## src/memmap_pkg.sv

```systemverilog
// Purpose: Constants and types shared by the memory map decoder.
// Assumes: 16-bit CPU addresses, 8-bit data, one clock domain.
// Notes:   Overview list follows.
//
// Overview of operation
// - One 64 KB space, four regions decoded
// - 0x0000-0x007F selects peripheral I/O registers
// - 0x0F80-0x0FFF selects extended I/O registers
// - Direct 0x0090-0x00FF reaches RAM unbanked at bank zero
// - Banked addresses past variant RAM limit raise bank_oob_o
// - 0x0100-0x01FF is register area and RAM
// - 0xFFC0-0xFFFF flash vector table region
// - 0xFFBB-0xFFBF reserved nonvolatile setting store
// - Three-bit bank pointer resets to zero
// - Direct 0x0000-0x007F always reaches I/O
// - Bank n maps to 0x0080 plus n*0x80
// - Port data and direction registers reset zero
// - Oscillator wait select resets to all ones
// - Clock control low five bits reset 11011
package memmap_pkg;

  // Region limits
  localparam logic [15:0] IO_LO      = 16'h0000;
  localparam logic [15:0] IO_HI      = 16'h007F;
  localparam logic [15:0] XIO_LO     = 16'h0F80;
  localparam logic [15:0] XIO_HI     = 16'h0FFF;
  localparam logic [15:0] DIR_RAM_LO = 16'h0090;
  localparam logic [15:0] DIR_RAM_HI = 16'h00FF;
  localparam logic [15:0] GPR_LO     = 16'h0100;
  localparam logic [15:0] GPR_HI     = 16'h01FF;
  localparam logic [15:0] BANK_TOP_L = 16'h047F;
  localparam logic [15:0] BANK_TOP_S = 16'h028F;
  localparam logic [15:0] NVS_LO     = 16'hFFBB;
  localparam logic [15:0] NVS_HI     = 16'hFFBF;
  localparam logic [15:0] VEC_LO     = 16'hFFC0;
  localparam logic [15:0] VEC_HI     = 16'hFFFF;
  localparam logic [15:0] FLASH_LO   = 16'h1000;
  localparam logic [7:0]  BANK_STEP  = 8'h80;

  // Register offsets
  localparam logic [6:0] OFS_P0_DATA = 7'h00;
  localparam logic [6:0] OFS_P0_DIR  = 7'h01;
  localparam logic [6:0] OFS_P1_DATA = 7'h02;
  localparam logic [6:0] OFS_P1_DIR  = 7'h03;
  localparam logic [6:0] OFS_WAIT    = 7'h05;
  localparam logic [6:0] OFS_PLL     = 7'h06;
  localparam logic [6:0] OFS_SYSCLK  = 7'h07;
  localparam logic [6:0] OFS_STBY    = 7'h08;
  localparam logic [6:0] OFS_RSTREC  = 7'h09;
  localparam logic [6:0] OFS_TBT     = 7'h0A;
  localparam logic [6:0] OFS_WPRE    = 7'h0B;
  localparam logic [6:0] OFS_WDOG    = 7'h0C;
  localparam logic [6:0] OFS_SYSCLK2 = 7'h0D;
  localparam logic [6:0] OFS_STBY2   = 7'h0E;
  localparam logic [6:0] OFS_P4_DATA = 7'h12;
  localparam logic [6:0] OFS_P4_DIR  = 7'h13;
  localparam logic [6:0] OFS_P6_DATA = 7'h16;
  localparam logic [6:0] OFS_P6_DIR  = 7'h17;
  localparam logic [6:0] OFS_P7_DATA = 7'h18;
  localparam logic [6:0] OFS_P7_DIR  = 7'h19;
  localparam logic [6:0] OFS_PF_DATA = 7'h28;
  localparam logic [6:0] OFS_PF_DIR  = 7'h29;
  localparam logic [6:0] OFS_PG_DATA = 7'h2A;
  localparam logic [6:0] OFS_PG_DIR  = 7'h2B;
  localparam logic [6:0] OFS_PU0     = 7'h2C;
  localparam logic [6:0] OFS_PU1     = 7'h2D;

  // Reset values
  localparam logic [7:0] RST_ZERO    = 8'h00;
  localparam logic [7:0] RST_WAIT    = 8'hFF;
  localparam logic [7:0] RST_SYSCLK  = 8'h1B;
  localparam logic [7:0] RST_SYSCLK2 = 8'h03;
  localparam logic [2:0] RST_BANK    = 3'h0;

  // One-hot target select
  typedef struct packed {
    logic io;
    logic xio;
    logic ram;
    logic flash;
  } target_sel_t;

  // Flash sub-area flags
  typedef struct packed {
    logic vector;
    logic nv_store;
  } flash_area_t;

  // CPU access request
  typedef struct packed {
    logic [15:0] addr;
    logic        direct;
    logic        rd;
    logic        wr;
    logic [7:0]  wdata;
  } cpu_req_t;

endpackage : memmap_pkg

```

## src/bank_mapper.sv

```systemverilog
// Purpose: Turn a direct-addressing operand into a physical address.
// Assumes: Operand is the low byte of a direct instruction.
// Notes:   Pure combinational map.
`timescale 1ns/1ns
module bank_mapper (
  // Operand and bank pointer
  input  wire logic [7:0]  operand_i,
  input  wire logic [2:0]  bank_i,
  // Physical address
  output logic      [15:0] phys_o
);
  import memmap_pkg::*;

  // Low half of operand space is fixed, upper half is banked
  always_comb begin
    if (!operand_i[7] || bank_i == RST_BANK) begin
      phys_o = {8'h00, operand_i};
    end else begin
      // Window base = 0x0080 + bank * 0x80
      phys_o = {6'h00, bank_i, 7'h00} + {8'h00, operand_i};
    end
  end

endmodule : bank_mapper

```

## src/memory_map_decoder.sv

```systemverilog
// Purpose: Steer CPU accesses to I/O, extended I/O, RAM and flash.
// Assumes: Registers capture on the clock edge of a write request.
// Notes:   Selects are registered one cycle after the request.
`timescale 1ns/1ns
module memory_map_decoder #(
  parameter logic SMALL_RAM = 1'b0 // 1 selects the smaller RAM variant
) (
  // Clock and reset
  input  wire logic                    clk_i,
  input  wire logic                    arst_n_i,
  // CPU access
  input  wire memmap_pkg::cpu_req_t    req_i,
  // Target selection
  output memmap_pkg::target_sel_t      sel_o,
  output memmap_pkg::flash_area_t      flash_area_o,
  output logic                         gpr_area_o,
  output logic                         bank_oob_o,
  output logic [15:0]                  phys_addr_o,
  // Register read path
  output logic [7:0]                   rdata_o,
  output logic                         rvalid_o,
  // Bank pointer
  input  wire logic                    bank_wr_i,
  input  wire logic [2:0]              bank_wdata_i,
  output logic [2:0]                   bank_o,
  // Control register outputs
  output logic [7:0]                   osc_wait_o,
  output logic [7:0]                   sysclk_ctrl_o,
  output logic [7:0]                   standby_ctrl_o
);
  import memmap_pkg::*;

  localparam int NREG = 26;

  // Register storage and offsets
  logic [7:0]  regs [NREG];        // Register file
  logic [6:0]  reg_ofs [NREG];     // Offset per entry
  logic [7:0]  reg_rst [NREG];     // Reset value per entry
  logic [NREG-1:0] hit;            // Offset match per entry
  logic        any_hit;            // Offset is assigned
  logic [15:0] mapped;             // Direct-operand translation
  logic [15:0] paddr;              // Physical address
  target_sel_t next_sel;           // Decoded select
  logic [7:0]  hit_data;           // Read mux result
  logic [2:0]  bank;               // Direct bank pointer
  logic [15:0] bank_top;           // Usable top of banked area

  // Offset and reset tables
  always_comb begin
    reg_ofs[0]  = OFS_P0_DATA;  reg_rst[0]  = RST_ZERO;
    reg_ofs[1]  = OFS_P0_DIR;   reg_rst[1]  = RST_ZERO;
    reg_ofs[2]  = OFS_P1_DATA;  reg_rst[2]  = RST_ZERO;
    reg_ofs[3]  = OFS_P1_DIR;   reg_rst[3]  = RST_ZERO;
    reg_ofs[4]  = OFS_WAIT;     reg_rst[4]  = RST_WAIT;
    reg_ofs[5]  = OFS_PLL;      reg_rst[5]  = RST_ZERO;
    reg_ofs[6]  = OFS_SYSCLK;   reg_rst[6]  = RST_SYSCLK;
    reg_ofs[7]  = OFS_STBY;     reg_rst[7]  = RST_ZERO;
    reg_ofs[8]  = OFS_RSTREC;   reg_rst[8]  = RST_ZERO;
    reg_ofs[9]  = OFS_TBT;      reg_rst[9]  = RST_ZERO;
    reg_ofs[10] = OFS_WPRE;     reg_rst[10] = RST_ZERO;
    reg_ofs[11] = OFS_WDOG;     reg_rst[11] = RST_ZERO;
    reg_ofs[12] = OFS_SYSCLK2;  reg_rst[12] = RST_SYSCLK2;
    reg_ofs[13] = OFS_STBY2;    reg_rst[13] = RST_ZERO;
    reg_ofs[14] = OFS_P4_DATA;  reg_rst[14] = RST_ZERO;
    reg_ofs[15] = OFS_P4_DIR;   reg_rst[15] = RST_ZERO;
    reg_ofs[16] = OFS_P6_DATA;  reg_rst[16] = RST_ZERO;
    reg_ofs[17] = OFS_P6_DIR;   reg_rst[17] = RST_ZERO;
    reg_ofs[18] = OFS_P7_DATA;  reg_rst[18] = RST_ZERO;
    reg_ofs[19] = OFS_P7_DIR;   reg_rst[19] = RST_ZERO;
    reg_ofs[20] = OFS_PF_DATA;  reg_rst[20] = RST_ZERO;
    reg_ofs[21] = OFS_PF_DIR;   reg_rst[21] = RST_ZERO;
    reg_ofs[22] = OFS_PG_DATA;  reg_rst[22] = RST_ZERO;
    reg_ofs[23] = OFS_PG_DIR;   reg_rst[23] = RST_ZERO;
    reg_ofs[24] = OFS_PU0;      reg_rst[24] = RST_ZERO;
    reg_ofs[25] = OFS_PU1;      reg_rst[25] = RST_ZERO;
  end

  // Direct operands go through the bank window
  bank_mapper u_map (
    .operand_i (req_i.addr[7:0]),
    .bank_i    (bank),
    .phys_o    (mapped)
  );

  // Physical address: direct operand translated, else as given
  assign paddr = req_i.direct ? mapped : req_i.addr;
  assign bank_top = SMALL_RAM ? BANK_TOP_S : BANK_TOP_L;

  // Region decode, one-hot by construction
  always_comb begin
    next_sel = '0;
    if (paddr <= IO_HI) begin
      next_sel.io = 1'b1;
    end else if (paddr >= XIO_LO && paddr <= XIO_HI) begin
      next_sel.xio = 1'b1;
    end else if (paddr < FLASH_LO) begin
      next_sel.ram = 1'b1;
    end else begin
      next_sel.flash = 1'b1;
    end
  end

  // Register hit per entry
  genvar g;
  generate
    for (g = 0; g < NREG; g++) begin : g_hit
      assign hit[g] = next_sel.io && (paddr[6:0] == reg_ofs[g]);
    end
  endgenerate
  assign any_hit = |hit;

  // Read mux, unassigned offsets return zero
  always_comb begin
    hit_data = 8'h00;
    for (int i = 0; i < NREG; i++) begin
      if (hit[i]) begin
        hit_data = regs[i];
      end
    end
  end

  // Register file writes; unassigned offsets drop the write
  always_ff @(posedge clk_i or negedge arst_n_i) begin
    if (!arst_n_i) begin
      for (int i = 0; i < NREG; i++) begin
        regs[i] <= 8'h00;
      end
      regs[4]  <= RST_WAIT;
      regs[6]  <= RST_SYSCLK;
      regs[12] <= RST_SYSCLK2;
    end else begin
      for (int i = 0; i < NREG; i++) begin
        if (req_i.wr && hit[i]) begin
          regs[i] <= req_i.wdata;
        end
      end
    end
  end

  // Direct bank pointer
  always_ff @(posedge clk_i or negedge arst_n_i) begin
    if (!arst_n_i) begin
      bank <= RST_BANK;
    end else if (bank_wr_i) begin
      bank <= bank_wdata_i;
    end
  end

  // Registered selects and address
  always_ff @(posedge clk_i or negedge arst_n_i) begin
    if (!arst_n_i) begin
      sel_o        <= '0;
      flash_area_o <= '0;
      gpr_area_o   <= 1'b0;
      bank_oob_o   <= 1'b0;
      phys_addr_o  <= 16'h0000;
    end else begin
      sel_o                 <= next_sel;
      flash_area_o.vector   <= paddr >= VEC_LO;
      flash_area_o.nv_store <= paddr >= NVS_LO && paddr <= NVS_HI;
      gpr_area_o            <= paddr >= GPR_LO && paddr <= GPR_HI;
      bank_oob_o  <= req_i.direct && paddr > bank_top
                     && paddr < FLASH_LO;
      phys_addr_o <= paddr;
    end
  end

  // Register read data
  always_ff @(posedge clk_i or negedge arst_n_i) begin
    if (!arst_n_i) begin
      rdata_o  <= 8'h00;
      rvalid_o <= 1'b0;
    end else begin
      rdata_o  <= hit_data;
      rvalid_o <= req_i.rd && any_hit;
    end
  end

  // Mirror selected control registers to outputs
  always_ff @(posedge clk_i or negedge arst_n_i) begin
    if (!arst_n_i) begin
      bank_o         <= RST_BANK;
      osc_wait_o     <= RST_WAIT;
      sysclk_ctrl_o  <= RST_SYSCLK;
      standby_ctrl_o <= RST_ZERO;
    end else begin
      bank_o         <= bank;
      osc_wait_o     <= regs[4];
      sysclk_ctrl_o  <= regs[6];
      standby_ctrl_o <= regs[7];
    end
  end

  // Per-entry checks on the register file
  generate
    for (g = 0; g < NREG; g++) begin : g_chk

    end
  endgenerate
endmodule : memory_map_decoder

```

## config.mk

```make
export PLATFORM = sky130hd
export DESIGN_NAME = memory_map_decoder
export DESIGN_NICKNAME = d
export VERILOG_FILES = /design/src/memmap_pkg.sv /design/src/bank_mapper.sv /design/src/memory_map_decoder.sv
export SDC_FILE = /design/constraint.sdc
export NUM_CORES = 1
export LEC_CHECK = 0
export ABC_AREA = 1
export BUFFER_PORTS_ARGS = -buffer_cell sky130_fd_sc_hd__buf_4
export CAP_MARGIN = 20
export CORE_MARGIN = 3
export CORE_UTILIZATION = 45
export CTS_BUF_LIST = sky130_fd_sc_hd__clkbuf_8
export CTS_CLUSTER_DIAMETER = 100
export DETAILED_ROUTE_END_ITERATION = 10
export PLACE_DENSITY = 0.73
export SLEW_MARGIN = 20
export SYNTH_ARGS = -nofsm -noshare
export SYNTH_HDL_FRONTEND = slang
export SYNTH_SLANG_ARGS = --single-unit
```

## constraint.sdc

```tcl
create_clock -name clk_i -period 4.05 [get_ports clk_i]
set_input_delay 0.2025 -clock clk_i [delete_from_list [all_inputs] [get_ports clk_i]]
set_output_delay 0.2025 -clock clk_i [all_outputs]
set_load 0.05 [all_outputs]
```

======== Yosys cells after proc, flatten, opt, wreduce, memory -nomap -nowiden ========
Index checks and enable logic that the tools add are counted.
cells by class
  add/subtract/negate cells ............... 1
  magnitude comparators ................... 10
  equal/unequal tests ..................... 25
  multiplexer cells ....................... 34
  reductions and logical operators ........ 63
operator list
  kind                    count
  $mux W8                 26
  $logic_and A1 B1 Y1     58
  $eq A7 B4 Y1 const B    7
  $eq A7 B5 Y1 const B    6
  $eq A7 B6 Y1 const B    6
  $ge A16 B16 Y1 const B  2
  $mux W16                2
  $reduce_or A26 Y1       1
  $eq A7 B3 Y1 const B    3
  $ge A16 B12 Y1 const B  1
  $ge A16 B9 Y1 const B   1
  $gt A16 B11 Y1 const B  1
  $le A16 B12 Y1 const B  1
  $le A16 B16 Y1 const B  1
  $le A16 B7 Y1 const B   1
  $le A16 B9 Y1 const B   1
  $lt A16 B13 Y1 const B  1
  $eq A7 B2 Y1 const B    2
  $add A10 B8 Y11         1
  $eq A7 B1 Y1 const B    1
  $logic_not A7 Y1        1
  $mux W1                 4
  $logic_not A3 Y1        1
  $mux W3                 1
  3 further kinds         3
word-level totals
  flip-flop bits (word level) ............. 271
  input port bits ......................... 33
  output and inout port bits .............. 60
  word-level logic and storage cells ...... 175

======== Depth between registers and ports, before layout ========
Gate-level depths: netlist of run 1.
  depth after elaboration ................. 33
  mapped depth ............................ 28
  mapped depth without buffers ............ 28

======== By module ========
A second synthesis of run 1 with hierarchy kept.
unflattened totals
  cells, all modules ...................... 1443
  area, all modules ....................... 12144.1 µm²
by module, submodules not included
  module              times used  cells each  area each (µm²)  sequential area each (µm²)
  memory_map_decoder  1           1415        11960.2          6814.0
  bank_mapper         1           28          183.9            0.0

======== Worst setup path after synthesis of run 1 ========
OpenSTA, ideal clock, no wires.
  path type ............................... register -> register
  start point ............................. register bank[0]
  end point ............................... register rdata_o[4]
  library setup time ...................... 117 ps
  arrival time ............................ 2520 ps
  required time ........................... 3933 ps
  slack ................................... 1414 ps
  cell stages (with the launch flop) ...... 24
  buffers on the path ..................... 0
  clock period less this slack ............ 2636 ps
  cells stage by stage .................... dfrtp_1 ha_1 ha_1 nand2_1 inv_1 nand3_1 nand3_2 nor2_4 nand3_4 nor2_8 inv_2 or2_0 nand2_1 nand2_1 nand2_1 nand4_1 nand2_1 nand3_1 nand2_1 nand3_1 nand2_1 nand3_1 nand2_1 nand2_1
between the ends
  longest elaborated chain between the ends .. 33
  elaborated cells on any way between the ends .. 85
  classes of those cells .................. add/sub (1); order compare (1); eq/ne (25); mux (29); reduce/logical (29)
RTL lines
  element                                                  RTL line                   RTL
  start, declared                                          memory_map_decoder.sv:45   logic [2:0] bank;
  start signal, assigned                                   memory_map_decoder.sv:145  bank <= bank_wdata_i;
  branches (longest 2 deep; another with $add A10 B8 Y11)  n/a
  $mux W16 (*)                                             bank_mapper.sv:16          if (!operand_i[7] || bank_i == RST_BANK) begin
  $mux W16 (*)                                             memory_map_decoder.sv:86   assign paddr = req_i.direct ? mapped : req_i.addr;
  $le A16 B7 Y1                                            memory_map_decoder.sv:92   if (paddr <= IO_HI) begin
  $mux W1                                                  memory_map_decoder.sv:92
  $logic_and A1 B1 Y1                                      memory_map_decoder.sv:107  assign hit[g] = next_sel.io && (paddr[6:0] == reg_ofs[g]);
  $mux W8 (25 in a row)                                    memory_map_decoder.sv:116  if (hit[i]) begin
  $mux W8 (*)                                              memory_map_decoder.sv:116
  net hit_data[4]                                          memory_map_decoder.sv:44   logic [7:0] hit_data;
  end signal, assigned                                     memory_map_decoder.sv:174  rdata_o <= hit_data;
  end, declared                                            memory_map_decoder.sv:20   output logic [7:0] rdata_o,
Mark *: on every way through the listed nets, which the timed path passes.
A chain may end at the register's enable or synchronous reset.

======== Worst setup path after layout of run 1 ========
  start point ............................. register bank[0]
  end point ............................... register regs[33] in the netlist's numbering
between the ends
  longest elaborated chain between the ends .. 8
  elaborated cells on any way between the ends .. 10
  classes of those cells .................. add/sub (1); order compare (1); eq/ne (1); mux (3); reduce/logical (4)
RTL lines
  element                                                  RTL line                   RTL
  branches (longest 2 deep; another with $add A10 B8 Y11)  n/a
  $mux W16 (*)                                             bank_mapper.sv:16
  $mux W16 (*)                                             memory_map_decoder.sv:86
  $le A16 B7 Y1                                            memory_map_decoder.sv:92
  $mux W1                                                  memory_map_decoder.sv:92
  $logic_and A1 B1 Y1 (*)                                  memory_map_decoder.sv:107
  $logic_and A1 B1 Y1 (*)                                  memory_map_decoder.sv:133  if (req_i.wr && hit[i]) begin
  end signal, assigned by index                            memory_map_decoder.sv:134  regs[i] <= req_i.wdata;
  end, declared                                            memory_map_decoder.sv:36   logic [7:0] regs [NREG];
Every way passes the cells marked *.

==> impl_metrics.ini, run 1 <==
[global_routing]
grt_pass1_wl_mm = 51.9
use_met2_pct = 37.1
met3_usage_pct = 4.18
grt_pass1_vias = 9578
grt.met1_usage_pct = 32.3
antenna_found_initial = 0
groute.usage.overall_pct = 23.1
busiest_layer = met2
overflow = 0
grt_max_degree = 123

[logic_synthesis]
avgSynthCellArea_um2 = 8.78
syn_nets = 1366
yosysSeqAreaShare_pct = 58.3
synthesis.area_um2 = 11700
synth.distinct_cells = 42
synth.ff_latch_count = 271
syn_inst = 1331
yosys_warnings = 0

[critical_path]
start_kind = flip-flop
worstPathCellList = ha_1, ha_1, nand2_1, inv_1, nand3_1, nand3_2, nor2_4, nand2_2, buf_4, nor4_4, inv_2, nor2_1, nand2_1, nand2_1, o21ai_0
worstPathArrival_ps = 3990
cp_common_cell = nand2_1
cp_slowest_cell = nor2_1
max_stage_delay_ps = 540
cp-end-kind = flip-flop
rr_endpoint = regs[33]
crit_type = reg -> reg
worst-r2r-setup-slack_ps = 470
worstReg2RegStart = bank[0]
required_ps = 4460
crit_path_start = bank[0]
cp_max_fo = 16
r2r_cells = 15

[place]
placed_area_um2 = 12700
portBuffers = 92
place_congestion = 0.961
place_hpwl_mm = 21.6

[die]
boundaryPins = 93
die_y_um = 167
core_um2 = 25300
die_x_um = 167
rows = 58
start_util_pct = 46.1
die_area_um2 = 27900

[routing]
drt-pass1-iter-count = 6
routed_via_density = 5.37
route.detailed.drc = 0
drtIter0Drc = 1001
wl_per_cell_um = 17.8
vias = 9742
antenna_left = 0
routed_wl_mm = 32.3

[final_layout]
layout-drive-gt1-share_pct = 15.9
fillers = 2254
final_nets = 1486
antenna_cells = 0
multi_input_area_um2 = 4280
synthToLayoutAreaGrowth_pct = 18.7
finalInstanceArea_um2 = 13900
layout_commonest_cell = nand2_1
final-seq-area_um2 = 6810
most-common-layout-cells = nand2_1 (432), dfrtp_1 (245), o21ai_0 (196)

[pwr]
power_density_nw_per_um2 = 401
total_power_mw = 5.56
power.leakage_nw = 6.52
ir_worst_vdd_mv = 0.325

[clock_tree]
htreeDepth = 2
ctsLongestPathBuffers = 3
cts_root_buf = clkbuf_8
numCtsBuffers = 44
cts_tree = built
clock_latency_ps = 560
path_clk_slew_ps = 60
clock_sinks = 271

[hold_path]
worstHoldStart = req_i[0]
hold_end = regs[184]
worstHoldPathType = in -> reg
hold_path_depth = 3

[timing]
slew_violations = 0
maxSlewHeadroom_pct = 25.7
finalSetupViolations = 0
post-route-period-util_pct = 88.4
finClkSkew_ps = 26.8
grt_setup_unrepaired = no
finalHoldViolations = 0
period_minus_slack_ps = 3580
fmax_mhz = 279
setup_tns_ps = 0
worst_slew_pin_slew_ps = 1110

[run_status]
status = finished, final reports clean

[flow_run]
cap_violations = 0
## critical path: cells and delay by family (launching register included)
kind / cells / cell delay [ps]
and+or+nand+nor: 9 / 2070
adders and majority gates: 2 / 500
DFF: 1 / 400
buffers and inverters: 3 / 360
AOI/OAI and AO/OA: 1 / 90
## through the flow
| step | hold slack (ps) | utilization (%) | setup slack (ps) | std cells |
|---|---|---|---|---|
| floorplan | -93.1 | - | 1410 | 1331 |
| global placement | 369 | 50.0 | 638 | 1708 |
| detailed placement | 370 | 50.0 | 506 | 1708 |
| CTS | 146 | 54.6 | 493 | 1813 |
| global route | 134 | 54.7 | 115 | 1814 |
| finish | 162 | 54.7 | 471 | 1814 |
## area by class of cell
class	count	area share, %
Clock buffer	55	5.46
Clock inverter	24	1.15
Inverter	97	2.63
Multi-Input combinational cell	908	30.9
Sequential cell	271	49.2
Tap cell	330	2.98
Timing Repair Buffer	129	7.75
## power breakdown
group          leakage (nW)  internal (mW)  switching [mW]
registers              3.64           2.75          0.0210
logic                  2.35         0.0955           0.259
clock network         0.525           1.35            1.08
total                  6.52           4.20            1.36
## cell families (layout without fill, tap and decap cells)
logic type,Yosys count,after routing,synth area share (%)
adders and majority gates,2,2,0.214
buffers and inverters,152,305,5.03
and+or+nand+nor,634,634,23.7
muxes,6,6,0.536
AOI/OAI and AO/OA,266,266,12.2
DFF,271,271,58.3
## flip-flops by register name, summed over array words and instances (netlist names), 2 cells and up
| name | count |
|---|---|
| flash_area_o | 2 |
| phys_addr_o | 16 |
| rdata_o | 8 |
| sysclk_ctrl_o | 8 |
| osc_wait_o | 8 |
| regs | 208 |
| standby_ctrl_o | 8 |
| sel_o | 4 |
| bank | 3 |
| bank_o | 3 |
## Yosys cell counts
cell	count	share of area, %
mux2i_1	4	0.34
nor4_2	1	0.11
o21ai_1	18	0.77
clkbuf_1	44	1.4
nand3_4	2	0.30
buf_4	3	0.19
nor3b_1	1	0.064
buf_2	5	0.21
nor4_4	1	0.18
buf_1	3	0.096
nor3_1	16	0.69
and3_1	2	0.11
a211oi_1	1	0.064
inv_2	12	0.39
nor2_2	6	0.32
mux2_2	2	0.19
nand4_1	32	1.7
dfstp_2	26	5.8
o21ai_0	196	8.4
dfrtp_1	245	52
nor2_8	1	0.17
nor3_2	2	0.17
nand3_2	2	0.17
a221oi_1	13	0.97
o221a_1	2	0.19
nor2_1	73	2.3
nor4_1	4	0.21
a21oi_1	28	1.2
or2_2	1	0.054
nand2_2	2	0.11
a21boi_0	1	0.064
a2111oi_0	2	0.15
nand3_1	33	1.4
or2_0	7	0.37
a22oi_1	3	0.19
and2_1	1	0.054
nand2_1	432	14
inv_1	85	2.7
nor2_4	10	0.96
or2_1	5	0.27
o221a_2	2	0.19
ha_1	2	0.21
## repair_timing
item	4_1_cts	5_1_grt
resized for setup	0	0
hold buffers	26	0
hold endpoints to repair	129	0
setup buffers	0	0
## worst max path at each step
stage / end / slack [ps] / cells after the start
floorplan: rdata_o[4] / 1410 / 23
global placement: rdata_o[4] / 640 / 23
detailed placement: regs[33] / 510 / 15
CTS: regs[33] / 490 / 15
global route: regs[39] / 110 / 15
finish: regs[33] / 470 / 15
## layer usage
layer  share of wire (%)  wire length [µm]
met1                  43             13900
met2                  48             15400
met3                 7.0              2250
met4                 2.5               795
met5                   0                 0
(Power assumes the default switching activity.)
==> run 2, diff against run 1 <==
Settings changed: CELL_PAD_IN_SITES_DETAIL_PLACEMENT set to 1, CELL_PAD_IN_SITES_GLOBAL_PLACEMENT set to 1, PLACE_DENSITY 0.73 to 0.88.
==> impl_metrics.ini, run 2 (synthesized netlist as in run 1, its figures left out) <==
[critical_path]
worstPathCellList = ha_1, ha_1, nor2_1, nor2_1, nand2_1, nand2_1, nor2_4, buf_12, nand3_4, inv_2, nand3_1, o21ai_0, nor2_1, nand2_1, nand4_1, nand2_1, nand2_1, nand2_1, nand4_1, nand2_1, nand2_1, nand2_1, nand2_1
critPathTopFamily = simple AND/OR/NAND/NOR gates
cp_slowest_cell = dfrtp_1
max_stage_delay_ps = 410
crit_path_start = bank[0]
start_kind = flip-flop
crit_type = reg -> reg
worstReg2RegStart = bank[0]
cp_common_cell = nand2_1
required_ps = 4500
worstPathArrival_ps = 4280
cp_max_fo = 10
cp-end-kind = flip-flop
critPathBufInv = 2

[die]
boundaryPins = 93
core_um2 = 25300
die_y_um = 167
die_x_um = 167
start_util_pct = 46.1
rows = 58
die_area_um2 = 27900

[final_layout]
largest_register_ffs = 208
final_nets = 1494
most-common-layout-cells = nand2_1 (432), dfrtp_1 (245), o21ai_0 (196)
top_regs = regs x208, phys_addr_o x16
layout_commonest_cell = nand2_1
largest-register = regs
synthToLayoutAreaGrowth_pct = 19.6
layout-drive-gt1-share_pct = 16.5
fin_cells = 1825
antenna_cells = 0

[place]
place_congestion = 0.929
portBuffers = 92
place_hpwl_mm = 26.2
place_inst = 1709

[clock_tree]
htreeDepth = 2
cts_tree = built
clock_latency_ps = 570
numCtsBuffers = 45
path_clk_slew_ps = 60
cts_root_buf = clkbuf_8
clock_sinks = 271
ctsLongestPathBuffers = 3

[timing]
maxSlewHeadroom_pct = 25.3
fmax_mhz = 261
grt_setup_unrepaired = no
worst_slew_pin_slew_ps = 1110
setup_tns_ps = 0
finClkSkew_ps = 22.0
period_minus_slack_ps = 3830
finalSetupViolations = 0
slew_violations = 0
finalHoldViolations = 0
post-route-period-util_pct = 94.5

[routing]
antenna_left = 0
drt-pass1-iter-count = 5
vias = 10300
wl_per_cell_um = 21.9
drtIter0Drc = 868
route.detailed.drc = 0
routed_via_density = 5.66
routed_wl_mm = 39.9

[hold_path]
worstHoldStart = req_i[20]
worstHoldPathType = in -> reg

[pwr]
power_density_nw_per_um2 = 408
ir_worst_vdd_mv = 0.265
power.leakage_nw = 6.58
pwr-share-clk_pct = 44.6
p_int_mw = 4.25
swShare_pct = 25.5
p_seq_share_pct = 48.7
pwr-share-comb_pct = 6.8
p_sw_mw = 1.45

[global_routing]
overflow = 0
grt_pass1_vias = 11300
grt_pass1_wl_mm = 63.1
groute.usage.overall_pct = 28.5
grt_max_degree = 129
antenna_found_initial = 0

[flow_run]
cap_violations = 0

[run_status]
status = finished, final reports clean
-- run 2: layout make-up --
class	instances	area (µm²)
Tap cell	330	413
Fill cell	2970	11400
Multi-Input combinational cell	908	4280
Timing Repair Buffer	136	1140
Clock buffer	60	826
Sequential cell	271	6810
Inverter	97	364
Clock inverter	23	130
-- run 2: final timing paths --
kind	slack, ps	to	depth (start not counted)
min in group asynchronous	330	bank_o[2]	2
min	50	phys_addr_o[9]	3
max in group asynchronous	2500	regs[39]	3
min reg2reg	380	osc_wait_o[2]	0
max	220	rdata_o[2]	23
max reg2reg	220	rdata_o[2]	23
-- run 2: tightest hold or removal path: stages --
cell     delay, ps
buf_4           90
nand2_1         60
nand2_1        190
-- run 2: per-stage QoR --
step / worst slack (ps) / hold WS [ps] / utilization (%) / cell area, µm² / power [mW]
5_1_grt: 4.86 / 44.4 / 55.1 / 14000 / 5.91
6_report: 222 / 47.6 / 55.1 / 14000 / 5.70
4_1_cts: 370 / 24.6 / 54.8 / 13900 / 5.71
3_3_place_gp: 641 / 366 / 49.9 / 12600 / 3.14
2_1_floorplan: 1410 / -93.1 / - / 11700 / 2.97
3_5_place_dp: 433 / 373 / 50.0 / 12700 / 3.16
-- run 2: metal layers --
metal	up-vias	share of wire, %	wire length [µm]	track usage, %
met5	-	0	0	0
met4	0	4.8	1910	13.5
met3	130	5.7	2290	5.10
met2	359	50	19800	48.8
met1	5220	40	15900	35.2
li1	4628	-	-	-
-- run 2: power groups by stage --
stage                     Clock [mW]  Sequential, mW  Combinational (mW)
after global routing            2.72            2.77               0.413
after floorplan                    0            2.87               0.101
after global placement             0            2.82               0.325
after CTS                       2.57            2.77               0.366
final                           2.54            2.77               0.386
after detailed placement           0            2.82               0.341
-- run 2: what timing repair did --
action,CTS,global route
buffers inserted,0,3
hold endpoints to repair,142,0
endpoints found under the setup margin,0,3
hold buffers,27,0
resized for setup,0,0
==> run 3, diff against run 2 <==
Settings changed: CAP_MARGIN 20 to not set, CORE_MARGIN 3 to not set.
Clock period 4.05 ns to 4.8 ns, I/O delays scaled along.
==> impl_metrics.ini, run 3 (synthesized netlist as in run 1, its figures left out) <==
[pwr]
p_sw_mw = 1.22
power_density_nw_per_um2 = 343
ir_worst_vdd_mv = 0.237
swShare_pct = 25.7
power.leakage_nw = 6.52
pwr-share-clk_pct = 44.1
pwr-share-comb_pct = 6.5
p_int_mw = 3.52
total_power_mw = 4.74
p_seq_share_pct = 49.4

[routing]
drt-pass1-iter-count = 6
met1_length_mm = 15.7
wl_per_cell_um = 21.5
drtIter0Drc = 853
antenna_left = 0
maxUsedRoutingLayer = met4
routed_wl_mm = 39.0
routed_via_density = 5.62
route.detailed.drc = 0
wl_met2_mm = 19.5
vias = 10200
routed-wl-met3_mm = 2.02

[final_layout]
most-common-layout-cells = nand2_1 (432), dfrtp_1 (245), o21ai_0 (196)
layout_commonest_cell = nand2_1
largest_register_ffs = 208
final_nets = 1483
synthToLayoutAreaGrowth_pct = 18.3
fillers = 2966
largest-register = regs
top_regs = regs x208, phys_addr_o x16
antenna_cells = 0
layout-drive-gt1-share_pct = 15.9

[critical_path]
required_ps = 5130
worstPathCellList = ha_1, ha_1, nand2_1, nand2_1, nor2_1, nand2_1, nand2_1, nor2_4, nand2_2, inv_2, nand3_4, nor2_4, nor2_1, nand4_1, a2111oi_0, a21boi_0
cp_common_cell = nand2_1
cp-end-kind = flip-flop
start_kind = flip-flop
cp_max_fo = 15
max_stage_delay_ps = 1000
worstPathArrival_ps = 4580
cp_slowest_cell = a2111oi_0
crit_type = reg -> reg

[timing]
fmax_mhz = 236
setup_ws_ps = 558
maxSlewHeadroom_pct = 13.6
worst_slew_pin_slew_ps = 1260
grt_setup_unrepaired = no
post-route-period-util_pct = 88.4
period_minus_slack_ps = 4240
finalHoldViolations = 0
finalSetupViolations = 0
setup_tns_ps = 0
finClkSkew_ps = 37.0
slew_violations = 0

[clock_tree]
ctsLongestPathBuffers = 3
numCtsBuffers = 45
cts_root_buf = clkbuf_8
clock_latency_ps = 570
clock_sinks = 271
path_clk_slew_ps = 60
cts_tree = built
cts_resized = 0
htreeDepth = 2

[die]
rows = 58
die_area_um2 = 26600
boundaryPins = 93
start_util_pct = 46.1
core_um2 = 25300
die_x_um = 163
die_y_um = 163

[run_status]
status = finished, final reports clean

[global_routing]
grt_max_degree = 130
grt_pass1_vias = 11100
antenna_found_initial = 0
groute.usage.overall_pct = 30.4
overflow = 0
grt_pass1_wl_mm = 61.5

[place]
place_congestion = 0.962
portBuffers = 92
dp_slack_ps = 915
place_hpwl_mm = 25.5

[hold_path]
worstHoldPathType = in -> reg

[flow_run]
cap_violations = 0
-- run 3: cell count changes in the layout (fill, tap and decap cells not counted), sizes merged --
cell,previous run,this run
inv,112,113
buf,109,99
clkinv,6,9
clkbuf,60,57
dlygate4sd3,27,26
-- run 3: what timing repair did --
item	4_1_cts	5_1_grt
hold endpoints to repair	77	0
endpoints found under the setup margin	0	0
setup buffers	0	0
hold buffers	26	0
-- run 3: final cells by class --
class / count / area, µm² / share of cell area (%)
Sequential cell: 271 / 6810 / 49.3
Multi-Input combinational cell: 908 / 4280 / 31.0
Timing Repair Buffer: 125 / 1020 / 7.41
Clock buffer: 57 / 785 / 5.68
Tap cell: 330 / 413 / 2.99
Inverter: 97 / 364 / 2.63
Clock inverter: 27 / 141 / 1.02
-- run 3: final timing paths --
| kind | slack, ps | end | from | depth (start not counted) |
|---|---|---|---|---|
| hold / removal | 80 | phys_addr_o[9] | req_i[20] | 3 |
| hold reg to reg | 380 | osc_wait_o[2] | regs[170] | 0 |
| setup / recovery | 560 | rvalid_o | bank[0] | 16 |
| min in group asynchronous | 250 | sel_o[2] | arst_n_i | 2 |
| setup reg to reg | 560 | rvalid_o | bank[0] | 16 |
| max in group asynchronous | 3230 | regs[39] | arst_n_i | 3 |
-- run 3: worst max-delay path, delay by kind of cell, from the launching register on --
kind	cells	cell delay, ps
adders and majority gates	2	450
AOI/OAI and AO/OA	2	1370
buffers and inverters	1	220
DFF	1	420
and+or+nand+nor	11	1520
-- run 3: stage by stage --
step	cells	area, µm²	hold slack [ps]	util (%)
after detailed placement	1705	12600	253	49.9
after global placement	1705	12600	248	49.9
after floorplan	1331	11700	-55.6	-
after CTS	1815	13800	14.7	54.6
final	1815	13800	77.8	54.6
after global routing	1815	13800	85.1	54.6
-- run 3: power by group through the flow --
stage	clock, mW	sequential (mW)	combinational (mW)
2_1_floorplan	0	2.43	0.0849
3_3_place_gp	0	2.38	0.274
3_5_place_dp	0	2.38	0.286
4_1_cts	2.09	2.34	0.306
5_1_grt	2.20	2.34	0.331
6_report	2.09	2.34	0.309
-- run 3: layer usage --
layer  vias to the layer above  track usage, %
met5                         -               0
met4                         0            16.2
met3                       117            4.70
met2                       359            52.1
met1                      5133            36.7
li1                       4588               -
